### config.mk
export PLATFORM = sky130hd
export DESIGN_NAME = conveyor_motor_output_regs
export DESIGN_NICKNAME = d
export VERILOG_FILES = /design/src/design/conveyor_out_pkg.sv /design/src/design/hold_nonzero_word.sv /design/src/design/conveyor_motor_output_regs.sv
export VERILOG_INCLUDE_DIRS = /design/src /design/src/design
export SDC_FILE = /design/constraint.sdc
export NUM_CORES = 1
export LEC_CHECK = 0
export BUFFER_PORTS_ARGS = -buffer_cell sky130_fd_sc_hd__buf_2
export CORE_MARGIN = 2
export CORE_UTILIZATION = 51
export CTS_CLUSTER_SIZE = 30
export DETAILED_ROUTE_END_ITERATION = 10
export PLACE_DENSITY = 0.85
export RECOVER_POWER = 100
export REMOVE_ABC_BUFFERS = 1
export SLEW_MARGIN = 20
export SYNTH_ARGS = -nofsm -noshare
export SYNTH_HDL_FRONTEND = slang
export SYNTH_HIERARCHICAL = 1
export SYNTH_SLANG_ARGS = --single-unit
### constraint.sdc
create_clock -name mclk -period 5.9 [get_ports mclk]
set_clock_uncertainty 0.2 [all_clocks]
set_input_delay 1.77 -clock mclk [delete_from_list [all_inputs] [get_ports mclk]]
set_output_delay 1.77 -clock mclk [all_outputs]
set_load 0.03 [all_outputs]
### src/design/conveyor_out_regs.svh
// register offsets, field positions, reset values and limits of the output bank
`ifndef CONVEYOR_OUT_REGS_SVH
`define CONVEYOR_OUT_REGS_SVH

// word offsets on the controller write port
`define ADDR_STOP_GROUP     16'h0708
`define ADDR_LEFT_PORT      16'h0709
`define ADDR_RIGHT_PORT     16'h070a
`define ADDR_SENSOR_OUT     16'h070b
`define ADDR_LEFT_RUN       16'h070c
`define ADDR_LEFT_BRAKE     16'h070d
`define ADDR_LEFT_FOLLOW    16'h070e
`define ADDR_RIGHT_RUN      16'h070f
`define ADDR_RIGHT_BRAKE    16'h0710
`define ADDR_RIGHT_FOLLOW   16'h0711
`define ADDR_LEFT_SPEED     16'h0712
`define ADDR_RIGHT_SPEED    16'h0713
`define ADDR_LEFT_ACCEL     16'h0714
`define ADDR_LEFT_DECEL     16'h0715
`define ADDR_RIGHT_ACCEL    16'h0716
`define ADDR_RIGHT_DECEL    16'h0717
`define ADDR_FAULT_CLEAR    16'h0718

// field positions
`define BIT_PORT_DIO        15
`define BIT_LEFT_PIN4       1
`define BIT_LEFT_PIN3       2
`define BIT_RIGHT_PIN2      0
`define BIT_RIGHT_PIN3      2
`define BIT_AUX_LEFT_LVL    0
`define BIT_AUX_RIGHT_LVL   1
`define BIT_AUX_LEFT_EN     5
`define BIT_AUX_RIGHT_EN    6
`define BIT_RUN             0
`define BIT_REVERSE         8
`define BIT_DIN_LOW         12
`define BIT_DIN_HIGH        14

// value limits
`define ACCEL_MIN           16'h001e
`define DECEL_MIN           16'h0001
`define RAMP_MAX            16'h2710
`define SPEED_MIN           16'h0001
`define SPEED_MAX           16'hffff

// reset values
`define SPEED_RST           16'h0000
`define ACCEL_RST           16'h001e
`define DECEL_RST           16'h001e

`endif

### src/design/conveyor_out_pkg.sv
// types for the conveyor motor output bank
package conveyor_out_pkg;

    typedef enum logic [15:0] {
        STOP_NONE  = 16'h0000,
        STOP_ENTER = 16'h0001,
        STOP_CLEAR = 16'h0002
    } stop_cmd_e;

    typedef enum logic [1:0] {
        BRAKE_CONFIGURED = 2'h0,
        BRAKE_STANDARD   = 2'h1,
        BRAKE_COAST      = 2'h2,
        BRAKE_SERVO      = 2'h3
    } brake_e;

    typedef enum logic [1:0] {
        FOLLOW_IGNORE   = 2'h0,
        FOLLOW_OFF      = 2'h1,
        FOLLOW_MIRROR   = 2'h2,
        FOLLOW_OPPOSITE = 2'h3
    } follower_e;

    typedef logic [15:0] word_t;

endpackage : conveyor_out_pkg

### src/design/hold_nonzero_word.sv
// word register that keeps its last accepted nonzero value
`timescale 1ns/1ps
`default_nettype none

module hold_nonzero_word #(
    parameter logic [15:0] MIN_VAL = 16'h0001,
    parameter logic [15:0] MAX_VAL = 16'hffff,
    parameter logic [15:0] RST_VAL = 16'h0000
) (
    // clock and reset
    input  wire logic        mclk,
    input  wire logic        rst_sync_n,
    // write side
    input  wire logic        wr,
    input  wire logic [15:0] wr_data,
    // held value
    output var  logic [15:0] value_reg
);

    logic accept;

    // zero and out of range codes keep the old value
    assign accept = wr && (wr_data != 16'h0000) && (wr_data >= MIN_VAL) && (wr_data <= MAX_VAL);

    always_ff @(posedge mclk or negedge rst_sync_n) begin
        if (!rst_sync_n) begin
            value_reg <= RST_VAL;
        end else if (accept) begin
            value_reg <= wr_data;
        end
    end

endmodule : hold_nonzero_word

`default_nettype wire

### src/design/conveyor_motor_output_regs.sv
// output register bank of a two motor conveyor roller controller
// Behaviour
// - motor-port input status is passed on only in digital mode and only bits 12 and 14.
// - all words are 16 bits and are written by the controller only in controller mode.
// - stop code 0 does nothing, 1 enters the stopped state and 2 clears it.
// - left port word bit 1 and bit 2 drive the two left port outputs.
// - right port word bit 0 and bit 2 drive the two right port outputs.
// - bit 15 of a port word selects motor drive when clear and digital outputs when set.
// - sensor word bits 0,1 are aux levels and bits 5,6 enable the aux pins as outputs.
// - run word bit 0 commands run and bit 8 reverses the configured direction.
// - brake code selects configured, standard, coast or servo; left takes only 0 and 1.
// - follower code 0 is ignored, 1 independent, 2 mirror, 3 opposite.
// - speed setpoint is a plain integer in mm/s or rpm times ten.
// - a zero speed write keeps the last nonzero setpoint.
// - acceleration stays within 30 to 10000 and deceleration within 1 to 10000.
// - a zero ramp write keeps the last nonzero ramp.
// - fault clear 1 sends a reset request and 0 ends it.
`timescale 1ns/1ps
`default_nettype none
`include "conveyor_out_regs.svh"

module conveyor_motor_output_regs
    import conveyor_out_pkg::*;
(
    // clock and reset
    input  wire logic        mclk,
    input  wire logic        rst_n,
    // controller write port
    input  wire logic        plc_mode,
    input  wire logic        wr_en,
    input  wire logic [15:0] wr_addr,
    input  wire logic [15:0] wr_data,
    // motor port input pins
    input  wire logic [15:0] left_port_din,
    input  wire logic [15:0] right_port_din,
    // stop group
    output var  logic        stop_group_stopped_reg,
    // motor ports used as digital outputs
    output var  logic        left_port_dio_reg,
    output var  logic        left_pin4_out_reg,
    output var  logic        left_pin3_out_reg,
    output var  logic        right_port_dio_reg,
    output var  logic        right_pin2_out_reg,
    output var  logic        right_pin3_out_reg,
    output var  logic [1:0]  left_din_valid_reg,
    output var  logic [1:0]  right_din_valid_reg,
    // sensor port aux pins
    output var  logic        aux_left_out_reg,
    output var  logic        aux_left_oe_n_reg,
    output var  logic        aux_right_out_reg,
    output var  logic        aux_right_oe_n_reg,
    // motor commands
    output var  logic        left_run_reg,
    output var  logic        left_reverse_reg,
    output var  logic        right_run_reg,
    output var  logic        right_reverse_reg,
    output var  brake_e      left_brake_reg,
    output var  brake_e      right_brake_reg,
    output var  follower_e   left_follow_reg,
    output var  follower_e   right_follow_reg,
    output wire logic [15:0] left_speed,
    output wire logic [15:0] right_speed,
    output wire logic [15:0] left_accel,
    output wire logic [15:0] left_decel,
    output wire logic [15:0] right_accel,
    output wire logic [15:0] right_decel,
    output var  logic        fault_clear_reg
);

    logic        rst_meta_n;
    logic        rst_sync_n;
    logic [15:0] left_din_meta;
    logic [15:0] left_din_sync;
    logic [15:0] right_din_meta;
    logic [15:0] right_din_sync;
    logic        wr_ok;
    logic [5:0]  ramp_wr;
    logic [15:0] ramp_val [6];

    // true when a write hits the given offset
    function automatic logic hit(input logic [15:0] addr, input logic [15:0] target);
        hit = (addr == target);
    endfunction : hit

    // true when the word is a small code not above the limit
    function automatic logic code_ok(input logic [15:0] data, input logic [15:0] limit);
        code_ok = (data <= limit);
    endfunction : code_ok

    // reset release
    always_ff @(posedge mclk or negedge rst_n) begin
        if (!rst_n) begin
            rst_meta_n <= 1'b0;
            rst_sync_n <= 1'b0;
        end else begin
            rst_meta_n <= 1'b1;
            rst_sync_n <= rst_meta_n;
        end
    end

    assign wr_ok = wr_en && plc_mode;

    always_ff @(posedge mclk or negedge rst_sync_n) begin
        if (!rst_sync_n) begin
            stop_group_stopped_reg <= 1'b0;
        end else if (wr_ok && hit(wr_addr, `ADDR_STOP_GROUP)) begin
            if (wr_data == STOP_ENTER) begin
                stop_group_stopped_reg <= 1'b1;
            end else if (wr_data == STOP_CLEAR) begin
                stop_group_stopped_reg <= 1'b0;
            end
        end
    end

    always_ff @(posedge mclk or negedge rst_sync_n) begin
        if (!rst_sync_n) begin
            left_port_dio_reg <= 1'b0;
            left_pin4_out_reg <= 1'b0;
            left_pin3_out_reg <= 1'b0;
        end else if (wr_ok && hit(wr_addr, `ADDR_LEFT_PORT)) begin
            left_port_dio_reg <= wr_data[`BIT_PORT_DIO];
            left_pin4_out_reg <= wr_data[`BIT_PORT_DIO] & wr_data[`BIT_LEFT_PIN4];
            left_pin3_out_reg <= wr_data[`BIT_PORT_DIO] & wr_data[`BIT_LEFT_PIN3];
        end
    end

    always_ff @(posedge mclk or negedge rst_sync_n) begin
        if (!rst_sync_n) begin
            right_port_dio_reg <= 1'b0;
            right_pin2_out_reg <= 1'b0;
            right_pin3_out_reg <= 1'b0;
        end else if (wr_ok && hit(wr_addr, `ADDR_RIGHT_PORT)) begin
            right_port_dio_reg <= wr_data[`BIT_PORT_DIO];
            right_pin2_out_reg <= wr_data[`BIT_PORT_DIO] & wr_data[`BIT_RIGHT_PIN2];
            right_pin3_out_reg <= wr_data[`BIT_PORT_DIO] & wr_data[`BIT_RIGHT_PIN3];
        end
    end

    // motor port input pins synchronised
    always_ff @(posedge mclk or negedge rst_sync_n) begin
        if (!rst_sync_n) begin
            left_din_meta  <= 16'h0000;
            left_din_sync  <= 16'h0000;
            right_din_meta <= 16'h0000;
            right_din_sync <= 16'h0000;
        end else begin
            left_din_meta  <= left_port_din;
            left_din_sync  <= left_din_meta;
            right_din_meta <= right_port_din;
            right_din_sync <= right_din_meta;
        end
    end

    // only two input bits, only in digital mode
    always_ff @(posedge mclk or negedge rst_sync_n) begin
        if (!rst_sync_n) begin
            left_din_valid_reg  <= 2'b00;
            right_din_valid_reg <= 2'b00;
        end else begin
            left_din_valid_reg  <= left_port_dio_reg ?
                {left_din_sync[`BIT_DIN_HIGH], left_din_sync[`BIT_DIN_LOW]} : 2'b00;
            right_din_valid_reg <= right_port_dio_reg ?
                {right_din_sync[`BIT_DIN_HIGH], right_din_sync[`BIT_DIN_LOW]} : 2'b00;
        end
    end

    always_ff @(posedge mclk or negedge rst_sync_n) begin
        if (!rst_sync_n) begin
            aux_left_out_reg   <= 1'b0;
            aux_left_oe_n_reg  <= 1'b1;
            aux_right_out_reg  <= 1'b0;
            aux_right_oe_n_reg <= 1'b1;
        end else if (wr_ok && hit(wr_addr, `ADDR_SENSOR_OUT)) begin
            aux_left_out_reg   <= wr_data[`BIT_AUX_LEFT_LVL];
            aux_left_oe_n_reg  <= ~wr_data[`BIT_AUX_LEFT_EN];
            aux_right_out_reg  <= wr_data[`BIT_AUX_RIGHT_LVL];
            aux_right_oe_n_reg <= ~wr_data[`BIT_AUX_RIGHT_EN];
        end
    end

    always_ff @(posedge mclk or negedge rst_sync_n) begin
        if (!rst_sync_n) begin
            left_run_reg      <= 1'b0;
            left_reverse_reg  <= 1'b0;
            right_run_reg     <= 1'b0;
            right_reverse_reg <= 1'b0;
        end else if (wr_ok) begin
            if (hit(wr_addr, `ADDR_LEFT_RUN)) begin
                left_run_reg     <= wr_data[`BIT_RUN];
                left_reverse_reg <= wr_data[`BIT_REVERSE];
            end
            if (hit(wr_addr, `ADDR_RIGHT_RUN)) begin
                right_run_reg     <= wr_data[`BIT_RUN];
                right_reverse_reg <= wr_data[`BIT_REVERSE];
            end
        end
    end

    always_ff @(posedge mclk or negedge rst_sync_n) begin
        if (!rst_sync_n) begin
            left_brake_reg  <= BRAKE_CONFIGURED;
            right_brake_reg <= BRAKE_CONFIGURED;
        end else if (wr_ok) begin
            if (hit(wr_addr, `ADDR_LEFT_BRAKE) && code_ok(wr_data, 16'h0001)) begin
                left_brake_reg <= brake_e'(wr_data[1:0]);
            end
            if (hit(wr_addr, `ADDR_RIGHT_BRAKE) && code_ok(wr_data, 16'h0003)) begin
                right_brake_reg <= brake_e'(wr_data[1:0]);
            end
        end
    end

    always_ff @(posedge mclk or negedge rst_sync_n) begin
        if (!rst_sync_n) begin
            left_follow_reg  <= FOLLOW_OFF;
            right_follow_reg <= FOLLOW_OFF;
        end else if (wr_ok && wr_data != 16'h0000 && code_ok(wr_data, 16'h0003)) begin
            if (hit(wr_addr, `ADDR_LEFT_FOLLOW)) begin
                left_follow_reg <= follower_e'(wr_data[1:0]);
            end
            if (hit(wr_addr, `ADDR_RIGHT_FOLLOW)) begin
                right_follow_reg <= follower_e'(wr_data[1:0]);
            end
        end
    end

    always_ff @(posedge mclk or negedge rst_sync_n) begin
        if (!rst_sync_n) begin
            fault_clear_reg <= 1'b0;
        end else if (wr_ok && hit(wr_addr, `ADDR_FAULT_CLEAR) && code_ok(wr_data, 16'h0001)) begin
            fault_clear_reg <= wr_data[0];
        end
    end

    assign ramp_wr[0] = wr_ok && hit(wr_addr, `ADDR_LEFT_SPEED);
    assign ramp_wr[1] = wr_ok && hit(wr_addr, `ADDR_RIGHT_SPEED);
    assign ramp_wr[2] = wr_ok && hit(wr_addr, `ADDR_LEFT_ACCEL);
    assign ramp_wr[3] = wr_ok && hit(wr_addr, `ADDR_RIGHT_ACCEL);
    assign ramp_wr[4] = wr_ok && hit(wr_addr, `ADDR_LEFT_DECEL);
    assign ramp_wr[5] = wr_ok && hit(wr_addr, `ADDR_RIGHT_DECEL);

    for (genvar g = 0; g < 6; g++) begin : g_word
        localparam logic [15:0] MIN_V = (g < 2) ? `SPEED_MIN : (g < 4) ? `ACCEL_MIN : `DECEL_MIN;
        localparam logic [15:0] MAX_V = (g < 2) ? `SPEED_MAX : `RAMP_MAX;
        localparam logic [15:0] RST_V = (g < 2) ? `SPEED_RST : (g < 4) ? `ACCEL_RST : `DECEL_RST;
        hold_nonzero_word #(
            .MIN_VAL (MIN_V),
            .MAX_VAL (MAX_V),
            .RST_VAL (RST_V)
        ) u_word (
            .mclk       (mclk),
            .rst_sync_n (rst_sync_n),
            .wr         (ramp_wr[g]),
            .wr_data    (wr_data),
            .value_reg  (ramp_val[g])
        );
    end

    assign left_speed  = ramp_val[0];
    assign right_speed = ramp_val[1];
    assign left_accel  = ramp_val[2];
    assign right_accel = ramp_val[3];
    assign left_decel  = ramp_val[4];
    assign right_decel = ramp_val[5];
endmodule : conveyor_motor_output_regs

`default_nettype wire

==> results of run 1 <==
[area by class of cell]
class                           count  area (sq um)
Fill cell                         999          4369
Sequential cell                   134          3378
Multi-Input combinational cell    252          2120
Timing Repair Buffer              166         671.9
Clock buffer                       29         510.5
Tap cell                          143         178.9
Inverter                           14         52.55
Clock inverter                      3         40.04
[cells by family (layout without fill, tap and decap cells)]
kind of cell / Yosys count / in the layout
flops: 134 / 134
simple gates: 121 / 121
mux: 96 / 96
compound gates: 34 / 34
buf+inv: 24 / 212
other cells: 1 / 1
[worst max-delay path, stage by stage]
cell      delay (ps)
buf_2             90
nor4_1           800
nand4b_1         400
nor2_1           210
nand3_1          130
a311oi_2        1000
mux2_2           430
[per-layer routing]
metal,up-vias,part of all wire [%],global-route usage [%]
li1,1878,-,-
met1,2105,41,31.47
met2,187,50,40.77
met3,38,6.3,7.162
met4,0,2.4,9.959
met5,-,0,0
[worst paths after layout]
kind | cells past startpoint | slack, ps | endpoint | start
max | 7 | 1150 | g_word[4].u_word/value_reg[0] | wr_addr[13]
min | 0 | 160 | right_din_sync[14] | right_din_meta[14]
max reg2reg | 1 | 1980 | g_word[3].u_word/value_reg[15] | rst_sync_n
min reg2reg | 0 | 160 | right_din_sync[14] | right_din_meta[14]
max in group asynchronous | 1 | 1980 | g_word[3].u_word/value_reg[15] | rst_sync_n
min in group asynchronous | 0 | 890 | left_din_sync[14] | rst_sync_n
[power breakdown]
| part | leakage (nW) | switching [mW] | total [mW] | internal [mW] |
|---|---|---|---|---|
| registers | 1.74 | 0.00928 | 0.933 | 0.924 |
| clock network | 0.270 | 0.360 | 0.984 | 0.623 |
| logic | 1.29 | 0.0584 | 0.0768 | 0.0184 |
[cells in the mapped netlist, types with 4 or more instances]
master	instances
clkbuf_1	4
nand2b_1	4
mux2_4	42
and2_1	8
dfrtp_1	114
mux2_2	36
nor2_1	20
nand4_1	11
dfstp_2	20
o21ai_0	8
inv_1	14
nand2_1	11
or4_1	8
o2bb2ai_1	10
buf_6	6
o21ai_1	4
mux2_1	16
nor2b_1	5
nor4_1	19
[stage by stage]
stage,cells,power (mW),setup WS (ps),cell area [sq um],hold WS [ps]
detailed placement,709,1.028,1273,6802,145.7
finish,741,1.994,1155,6952,157.2
CTS,741,2.019,1715,7352,160.0
global route,741,2.070,885.4,6952,161.2
global placement,709,1.021,1355,6802,132.9
floorplan,400,0.9694,1467,5781,131.2
==> results.yml, run 1 <==
run_status:
  outcome: "finished with violations"
  violations: "max-capacitance violations, max-slew violations"
placed_design:
  routabilityCongestion: 0.7501
  dp_hpwl_um: 9571
  port-buffer-count: 163
cts:
  cts_sinks: 134
  cts_max_level: 4
  path_clk_slew_ps: 50
  ctsHoldBuffers: 0
  post_cts_resized: 0
  cts_buffer_depth: 2
  cts_buffers: 17
  cts_tree: "built"
  root_buffer: "clkbuf_16"
  clk_latency_ps: 410
  cts_setup_buffers: 0
global_route:
  grt_pass1_vias: 4574
  grt_max_degree: 68
  antenna_found_initial: 0
  grt_overflow_total: 0
  grt_util_all_layers_pct: 24.96
  grt_pass1_wl_um: 24220
yosys:
  synthArstFlopShare_pct: 100.0
  synth_edf_count: 0
  synth_xor_area_share_pct: 0
  syn_area_sq_um: 5863
  syn_avg_cell_area_sq_um: 14.30
  ys_seq_elements: 134
  ys_types: 44
  synth_top_cell_by_area: "dfrtp_1"
  ys.flop_type: "dfrtp_1"
  syn_inst: 410
  netlist.area_leader.share_pct: 48.66
  seq_area_frac_synth_pct: 57.62
  synthAdderAreaFrac_pct: 0
  synth_top_family_by_area: "multiplexers"
  ys.warnings.count: 6
  synth.top_cells.by_area: "dfrtp_1 49%, mux2_4 11%, dfstp_2 9.0%"
  yosys.area_share.simple_pct: 13.62
  synth_mux_area_share_pct: 21.08
  synth-compound-area-share_pct: 5.314
finish:
  fin_util_pct: 61.41
  nets: 653
  layout.cells.most_common_list: "135 x clkbuf_1, 114 x dfrtp_1, 53 x mux2_1"
  antenna_cells: 0
  drive_above_1_share_pct: 23.08
  final_common_cell: "clkbuf_1"
  area_delta_synth_final_pct: 18.57
  largest_register_ffs: 96
sta:
  hold_viol: 0
  grt_setup_unrepaired: "no"
  clock.fmax_mhz: 210.7
  fin_crit_sh_pct: 80.42
  min_period_ps: 4745
  tns_ps: 0
  finalMaxSlewViolations: 135
  slew_headroom_pct: -71.64
  timing.final.setup_violations: 0
  worstMarginPinSlew_ps: 2575
floorplanning:
  die_h_um: 111.2
  die_x_um: 111.2
  io_pins: 192
  die-area_sq_um: 12370
  start_util_pct: 51.79
  core_sq_um: 11320
  rows: 39
drt:
  vias: 4208
  drtAntennaViolNets: 0
  routed_wl_um: 14630
  drc: 0
  drtIter0Drc: 337
  first_pass_iters: 5
  avgViaCountPerCell: 5.679
  wl_per_cell_um: 19.74
critical_path:
  start_kind: "input port"
  worstPathRequired_ps: 5990
  cp_max_fo: 16
  endpoint_kind: "flip-flop"
  worstSetupPathType: "input port to flip-flop"
  crit_arrival_ps: 4840
power:
  powerDensity_nw_per_um2: 286.8
  p_leak_nw: 3.295
  ir_worst_vdd_mv: 0.2405
job:
  maxCapViolCount: 2
hold_path:
  hold_path.class: "flip-flop to flip-flop"
(Power assumes the default switching activity.)
==> inputs of run 2 (changes only) <==
--- a/config.mk
+++ b/config.mk
@@ -6,9 +6,10 @@
 export SDC_FILE = /design/constraint.sdc
 export NUM_CORES = 1
 export LEC_CHECK = 0
+export ABC_AREA = 1
 export BUFFER_PORTS_ARGS = -buffer_cell sky130_fd_sc_hd__buf_2
 export CORE_MARGIN = 2
-export CORE_UTILIZATION = 51
+export CORE_UTILIZATION = 52
 export CTS_CLUSTER_SIZE = 30
 export DETAILED_ROUTE_END_ITERATION = 10
 export PLACE_DENSITY = 0.85
==> constraint.sdc (replaced) <==
create_clock -name mclk -period 4.4 [get_ports mclk]
set_clock_uncertainty 0.2 [all_clocks]
set_input_delay 1.32 -clock mclk [delete_from_list [all_inputs] [get_ports mclk]]
set_output_delay 1.32 -clock mclk [all_outputs]
set_load 0.03 [all_outputs]
==> run 2 against run 1 <==
- the run now ends clean
- cell count up 57%
- sequential share of layout area shrank 5.1 points
- clock power rose by 41%
- critical path depth increased by 1
- via count increased by 41%
- critical path type unchanged
- largest cell class unchanged
- largest power group unchanged
- highest routed layer unchanged
==> results.yml, run 2 <==
run_status:
  outcome: "completed"
floorplanning:
  io_pins: 192
  die_x_um: 116.1
  die_h_um: 116.1
  die-area_sq_um: 13470
  rows: 40
  core_sq_um: 12160
  start_util_pct: 53.71
finish:
  largest_register_ffs: 96
  area_delta_synth_final_pct: 19.08
  final_common_cell: "nand2_1"
  design_area_sq_um: 7779
  antenna_cells: 0
  drive_above_1_share_pct: 12.42
  layout.cells.most_common_list: "303 x nand2_1, 128 x clkbuf_1, 118 x nand3_1"
  nets: 1053
yosys:
  synth_edf_count: 0
  ys.flop_type: "dfrtp_1"
  yosys-top-cells-count: "295 x nand2_1, 115 x nand3_1, 114 x dfrtp_1, 107 x nor2_1, 53 x inv_1"
  syn_area_sq_um: 6533
  syn_avg_cell_area_sq_um: 7.957
  seq_area_frac_synth_pct: 51.71
  ys_types: 32
  ys_seq_elements: 134
  synth.top_cells.by_area: "dfrtp_1 44%, nand2_1 17%, nand3_1 8.8%"
  ys.warnings.count: 6
  syn_inst: 821
  synthArstFlopShare_pct: 100.0
  netlist.area_leader.share_pct: 43.67
  synth_top_cell_by_area: "dfrtp_1"
  synthMostInstantiatedCell: "nand2_1"
placed_design:
  routabilityCongestion: 0.8388
  dp_hpwl_um: 10720
  port-buffer-count: 163
  placed_area_sq_um: 7415
power:
  p_int_mw: 2.111
  ir_worst_vdd_mv: 0.2495
  pwr-share-seq_pct: 44.4
  switching_share_pct: 24.41
  pwr-share-comb_pct: 6.0
  p_leak_nw: 4.013
  clockPowerShare_pct: 49.6
  powerDensity_nw_per_um2: 359.0
  switching_power_mw: 0.6818
drt:
  first_pass_iters: 5
  wl_per_cell_um: 14.95
  drc: 0
  avgViaCountPerCell: 5.094
  drtAntennaViolNets: 0
  routed_wl_um: 17430
  vias: 5940
  drtIter0Drc: 558
sta:
  hold_viol: 0
  grt_setup_unrepaired: "no"
  tns_ps: 0
  timing.final.setup_violations: 0
  min_period_ps: 3609
  slew_headroom_pct: 1.873
  worstMarginPinSlew_ps: 1472
  finalMaxSlewViolations: 0
  fin_crit_sh_pct: 82.02
  clock.fmax_mhz: 277.1
global_route:
  grt_overflow_total: 0
  grt_util_all_layers_pct: 26.70
  grt_max_degree: 133
  antenna_found_initial: 0
  grt_pass1_vias: 5397
  grt_pass1_wl_um: 27190
cts:
  clk_latency_ps: 430
  ctsHoldBuffers: 0
  post_cts_resized: 0
  cts_tree: "built"
  cts_max_level: 4
  cts_sinks: 134
  cts_setup_buffers: 0
  cts_buffers: 17
  root_buffer: "clkbuf_16"
  cts_buffer_depth: 2
  path_clk_slew_ps: 60
hold_path:
  hold_path.class: "flip-flop to flip-flop"
critical_path:
  endpoint_kind: "flip-flop"
  cp_max_fo: 25
  worstSetupPathType: "input port to flip-flop"
  worstPathRequired_ps: 4510
  crit_arrival_ps: 3720
  start_kind: "input port"
job:
  maxCapViolCount: 0
## run 2: changes by cell type in the layout (fill, tap and decap cells not counted), sizes merged, moves of 12 or more
cell	delta
clkbuf	-12
nand3	+114
nor4	-21
nand2	+302
inv	+43
nor2	+105
mux2	-94
## run 2: final cells by class
class                      instances  area [sq um]
inverter                          60         225.2
multi-input combinational        606          2686
timing repair buffer             166         691.9
sequential                       134          3382
tap                              168         210.2
fill                            1152          4383
clock inverter                    14         153.9
clock buffer                      18         429.2
## run 2: stage by stage
stage               worst slack, ps  util (%)  total power [mW]  std cells  hold WS [ps]
floorplan                     225.1         -             1.336        800         131.2
global placement               1065     60.97             1.426       1134         131.4
detailed placement             1054     60.97             1.429       1134         137.0
CTS                            1509     65.76             2.815       1166         150.1
global route                  685.2     63.96             2.883       1166         154.6
finish                        791.0     63.96             2.792       1166         147.8
## run 2: cells by family (layout without fill, tap and decap cells)
| logic type | after synthesis | in the layout | synth area share, % |
|---|---|---|---|
| compound gates | 35 | 35 | 3.850 |
| other cells | 1 | 1 | 0.05741 |
| buf+inv | 81 | 258 | 6.244 |
| flops | 134 | 134 | 51.71 |
| simple gates | 570 | 570 | 38.13 |
## run 2: worst max-delay path, cell delays in order
cell	delay (ps)
clkbuf_1	1040
nor2_1	70
nand2_1	110
nor2_1	50
nand2_1	380
nand2_1	460
nand2_1	180
nand2_1	80
## run 2: worst paths after layout
kind | endpoint | start | cells after the start | slack, ps
min | right_din_sync[12] | right_din_meta[12] | 0 | 150
max | g_word[1].u_word/value_reg[5] | wr_data[13] | 8 | 790
min reg2reg | right_din_sync[12] | right_din_meta[12] | 0 | 150
min in group asynchronous | right_follow_reg[1] | rst_sync_n | 1 | 190
max in group asynchronous | g_word[1].u_word/value_reg[4] | rst_sync_n | 1 | 3220
max reg2reg | g_word[1].u_word/value_reg[4] | rst_sync_n | 1 | 3220
## run 2: power by group through the flow
stage / Sequential (mW) / Clock, mW / Combinational (mW)
after floorplan: 1.28 / 0 / 0.0584
after CTS: 1.24 / 1.41 / 0.169
after global routing: 1.24 / 1.46 / 0.186
after global placement: 1.26 / 0 / 0.165
final: 1.24 / 1.39 / 0.167
after detailed placement: 1.26 / 0 / 0.168
## run 2: metal layers
layer  global-route usage [%]  wire length (um)
met1                    34.18              7516
met2                    43.08              8474
met3                    7.008              1057
met4                    11.67               380
met5                        0                 0
==> inputs of run 3 (changes only) <==
==> constraint.sdc (replaced) <==
create_clock -name mclk -period 3.75 [get_ports mclk]
set_clock_uncertainty 0.2 [all_clocks]
set_input_delay 1.125 -clock mclk [delete_from_list [all_inputs] [get_ports mclk]]
set_output_delay 1.125 -clock mclk [all_outputs]
set_load 0.03 [all_outputs]
==> run 3 against run 2 <==
- the flow now finishes with violations (max-capacitance violations, max-slew violations)
- non-clock buffer count grew 2
- combinational power grew 10%
- cell count grew 0.17%
- worst setup slack got worse by 12 ps
- clock-buffer cell count increased by 2
- largest cell class unchanged
- power rose by 17%
==> results.yml, run 3 (synthesis results as in run 2) <==
cts:
  cts_setup_buffers: 0
  post_cts_resized: 0
  cts_tree: "built"
  clk_latency_ps: 420
  cts_max_level: 4
  cts_buffer_depth: 2
  path_clk_slew_ps: 60
  cts_buffers: 17
  root_buffer: "clkbuf_16"
  cts_sinks: 134
  ctsHoldBuffers: 0
critical_path:
  cp_cell_sequence: "clkbuf_1 -> clkbuf_1 -> nor2_1 -> nand2_1 -> nor2_2 -> nand2_2 -> nand2_4 -> nand2_1 -> nand2_1"
  max_stage_delay_ps: 860
  crit_top_cell: "nand2_1"
  crit_slowest_cell: "clkbuf_1"
  critPathLaunch: "wr_data[13]"
  endpoint_kind: "flip-flop"
  path_delay_family: "buffers and inverters"
  worstReg2RegStart: "rst_sync_n"
  worstSetupPathType: "input port to flip-flop"
  start_kind: "input port"
  cp_max_fo: 22
  crit_arrival_ps: 3080
  worstPathRequired_ps: 3860
  worst-path-buf-inv: 2
power:
  powerDensity_nw_per_um2: 420.2
  fin_total_pwr_mw: 3.277
  p_leak_nw: 4.018
  ir_worst_vdd_mv: 0.2684
floorplanning:
  start_util_pct: 53.71
  rows: 40
  core_sq_um: 12160
  die-area_sq_um: 13470
  die_x_um: 116.1
  die_h_um: 116.1
  io_pins: 192
finish:
  area_delta_synth_final_pct: 19.38
  nets: 1055
  final_common_cell: "nand2_1"
  n_fill_cell: 1159
  layout.cells.most_common_list: "299 x nand2_1, 130 x clkbuf_1, 118 x nand3_1"
  drive_above_1_share_pct: 12.60
  largest_register_ffs: 96
  antenna_cells: 0
drt:
  wl_per_cell_um: 14.84
  drtIter0Drc: 464
  routed_wl_um: 17330
  avgViaCountPerCell: 5.112
  vias: 5971
  drtAntennaViolNets: 0
  drc: 0
  first_pass_iters: 5
sta:
  hold_viol: 0
  slew_headroom_pct: -41.52
  tns_ps: 0
  timing.final.setup_violations: 0
  fin_crit_sh_pct: 79.24
  worstMarginPinSlew_ps: 2123
  min_period_ps: 2971
  clock.fmax_mhz: 336.5
  grt_setup_unrepaired: "no"
  finalMaxSlewViolations: 53
run_status:
  violations: "max-capacitance violations, max-slew violations"
  outcome: "finished with violations"
placed_design:
  dp_hpwl_um: 10780
  port-buffer-count: 163
  routabilityCongestion: 0.8397
global_route:
  antenna_found_initial: 0
  grt_max_degree: 81
  grt_overflow_total: 0
  grt_pass1_wl_um: 27340
  grt_pass1_vias: 5538
  grt_util_all_layers_pct: 26.53
hold_path:
  hold_path_startpoint: "right_din_meta[12]"
  hold_path.class: "flip-flop to flip-flop"
job:
  maxCapViolCount: 1
-- run 3: changes by cell type in the layout (fill, tap and decap cells not counted), moves of 2 or more --
cell        before  now
clkbuf_8         0    2
clkinvlp_4       3    5
clkbuf_1       128  130
clkinv_4         6    2
nand2_1        303  299
nand2_2          5    8
-- run 3: final timing paths --
kind	endpoint	cells past startpoint	slack, ps
max	g_word[0].u_word/value_reg[3]	9	780
min	right_din_sync[12]	0	150
max reg2reg	g_word[4].u_word/value_reg[1]	1	1370
min reg2reg	right_din_sync[12]	0	150
max in group asynchronous	g_word[4].u_word/value_reg[1]	1	1370
min in group asynchronous	rst_sync_n	1	280
-- run 3: metal layers --
| metal | track usage, % | vias up | wire length (um) | part of all wire [%] |
|---|---|---|---|---|
| met3 | 6.642 | 43 | 1209 | 7.0 |
| met2 | 43.66 | 213 | 8430 | 49 |
| li1 | - | 2928 | - | - |
| met4 | 11.19 | 0 | 440 | 2.5 |
| met1 | 33.57 | 2787 | 7248 | 42 |
| met5 | 0 | - | 0 | 0 |
-- run 3: final cells by class --
type | count | area (sq um) | area share (%)
Clock buffer | 20 | 456.7 | 5.856
Inverter | 60 | 225.2 | 2.888
Timing Repair Buffer | 168 | 701.9 | 9.000
Tap cell | 168 | 210.2 | 2.695
Multi-Input combinational cell | 606 | 2696 | 34.57
Clock inverter | 12 | 130.1 | 1.669
Sequential cell | 134 | 3378 | 43.32
-- run 3: through the flow --
stage	util [%]	setup slack [ps]	hold slack (ps)	cell area (sq um)	std cells
6_report	64.13	778.6	148.3	7799	1168
5_1_grt	64.13	629.7	154.2	7799	1168
4_1_cts	65.92	1040	149.1	8016	1168
3_3_place_gp	61.09	624.3	132.2	7430	1136
2_1_floorplan	-	-424.9	131.2	6350	800
3_5_place_dp	61.09	607.5	136.3	7430	1136
-- run 3: report_power, final --
part	switching (mW)	internal (mW)
clock network	0.618	1.01
logic	0.141	0.0425
registers	0.0120	1.45
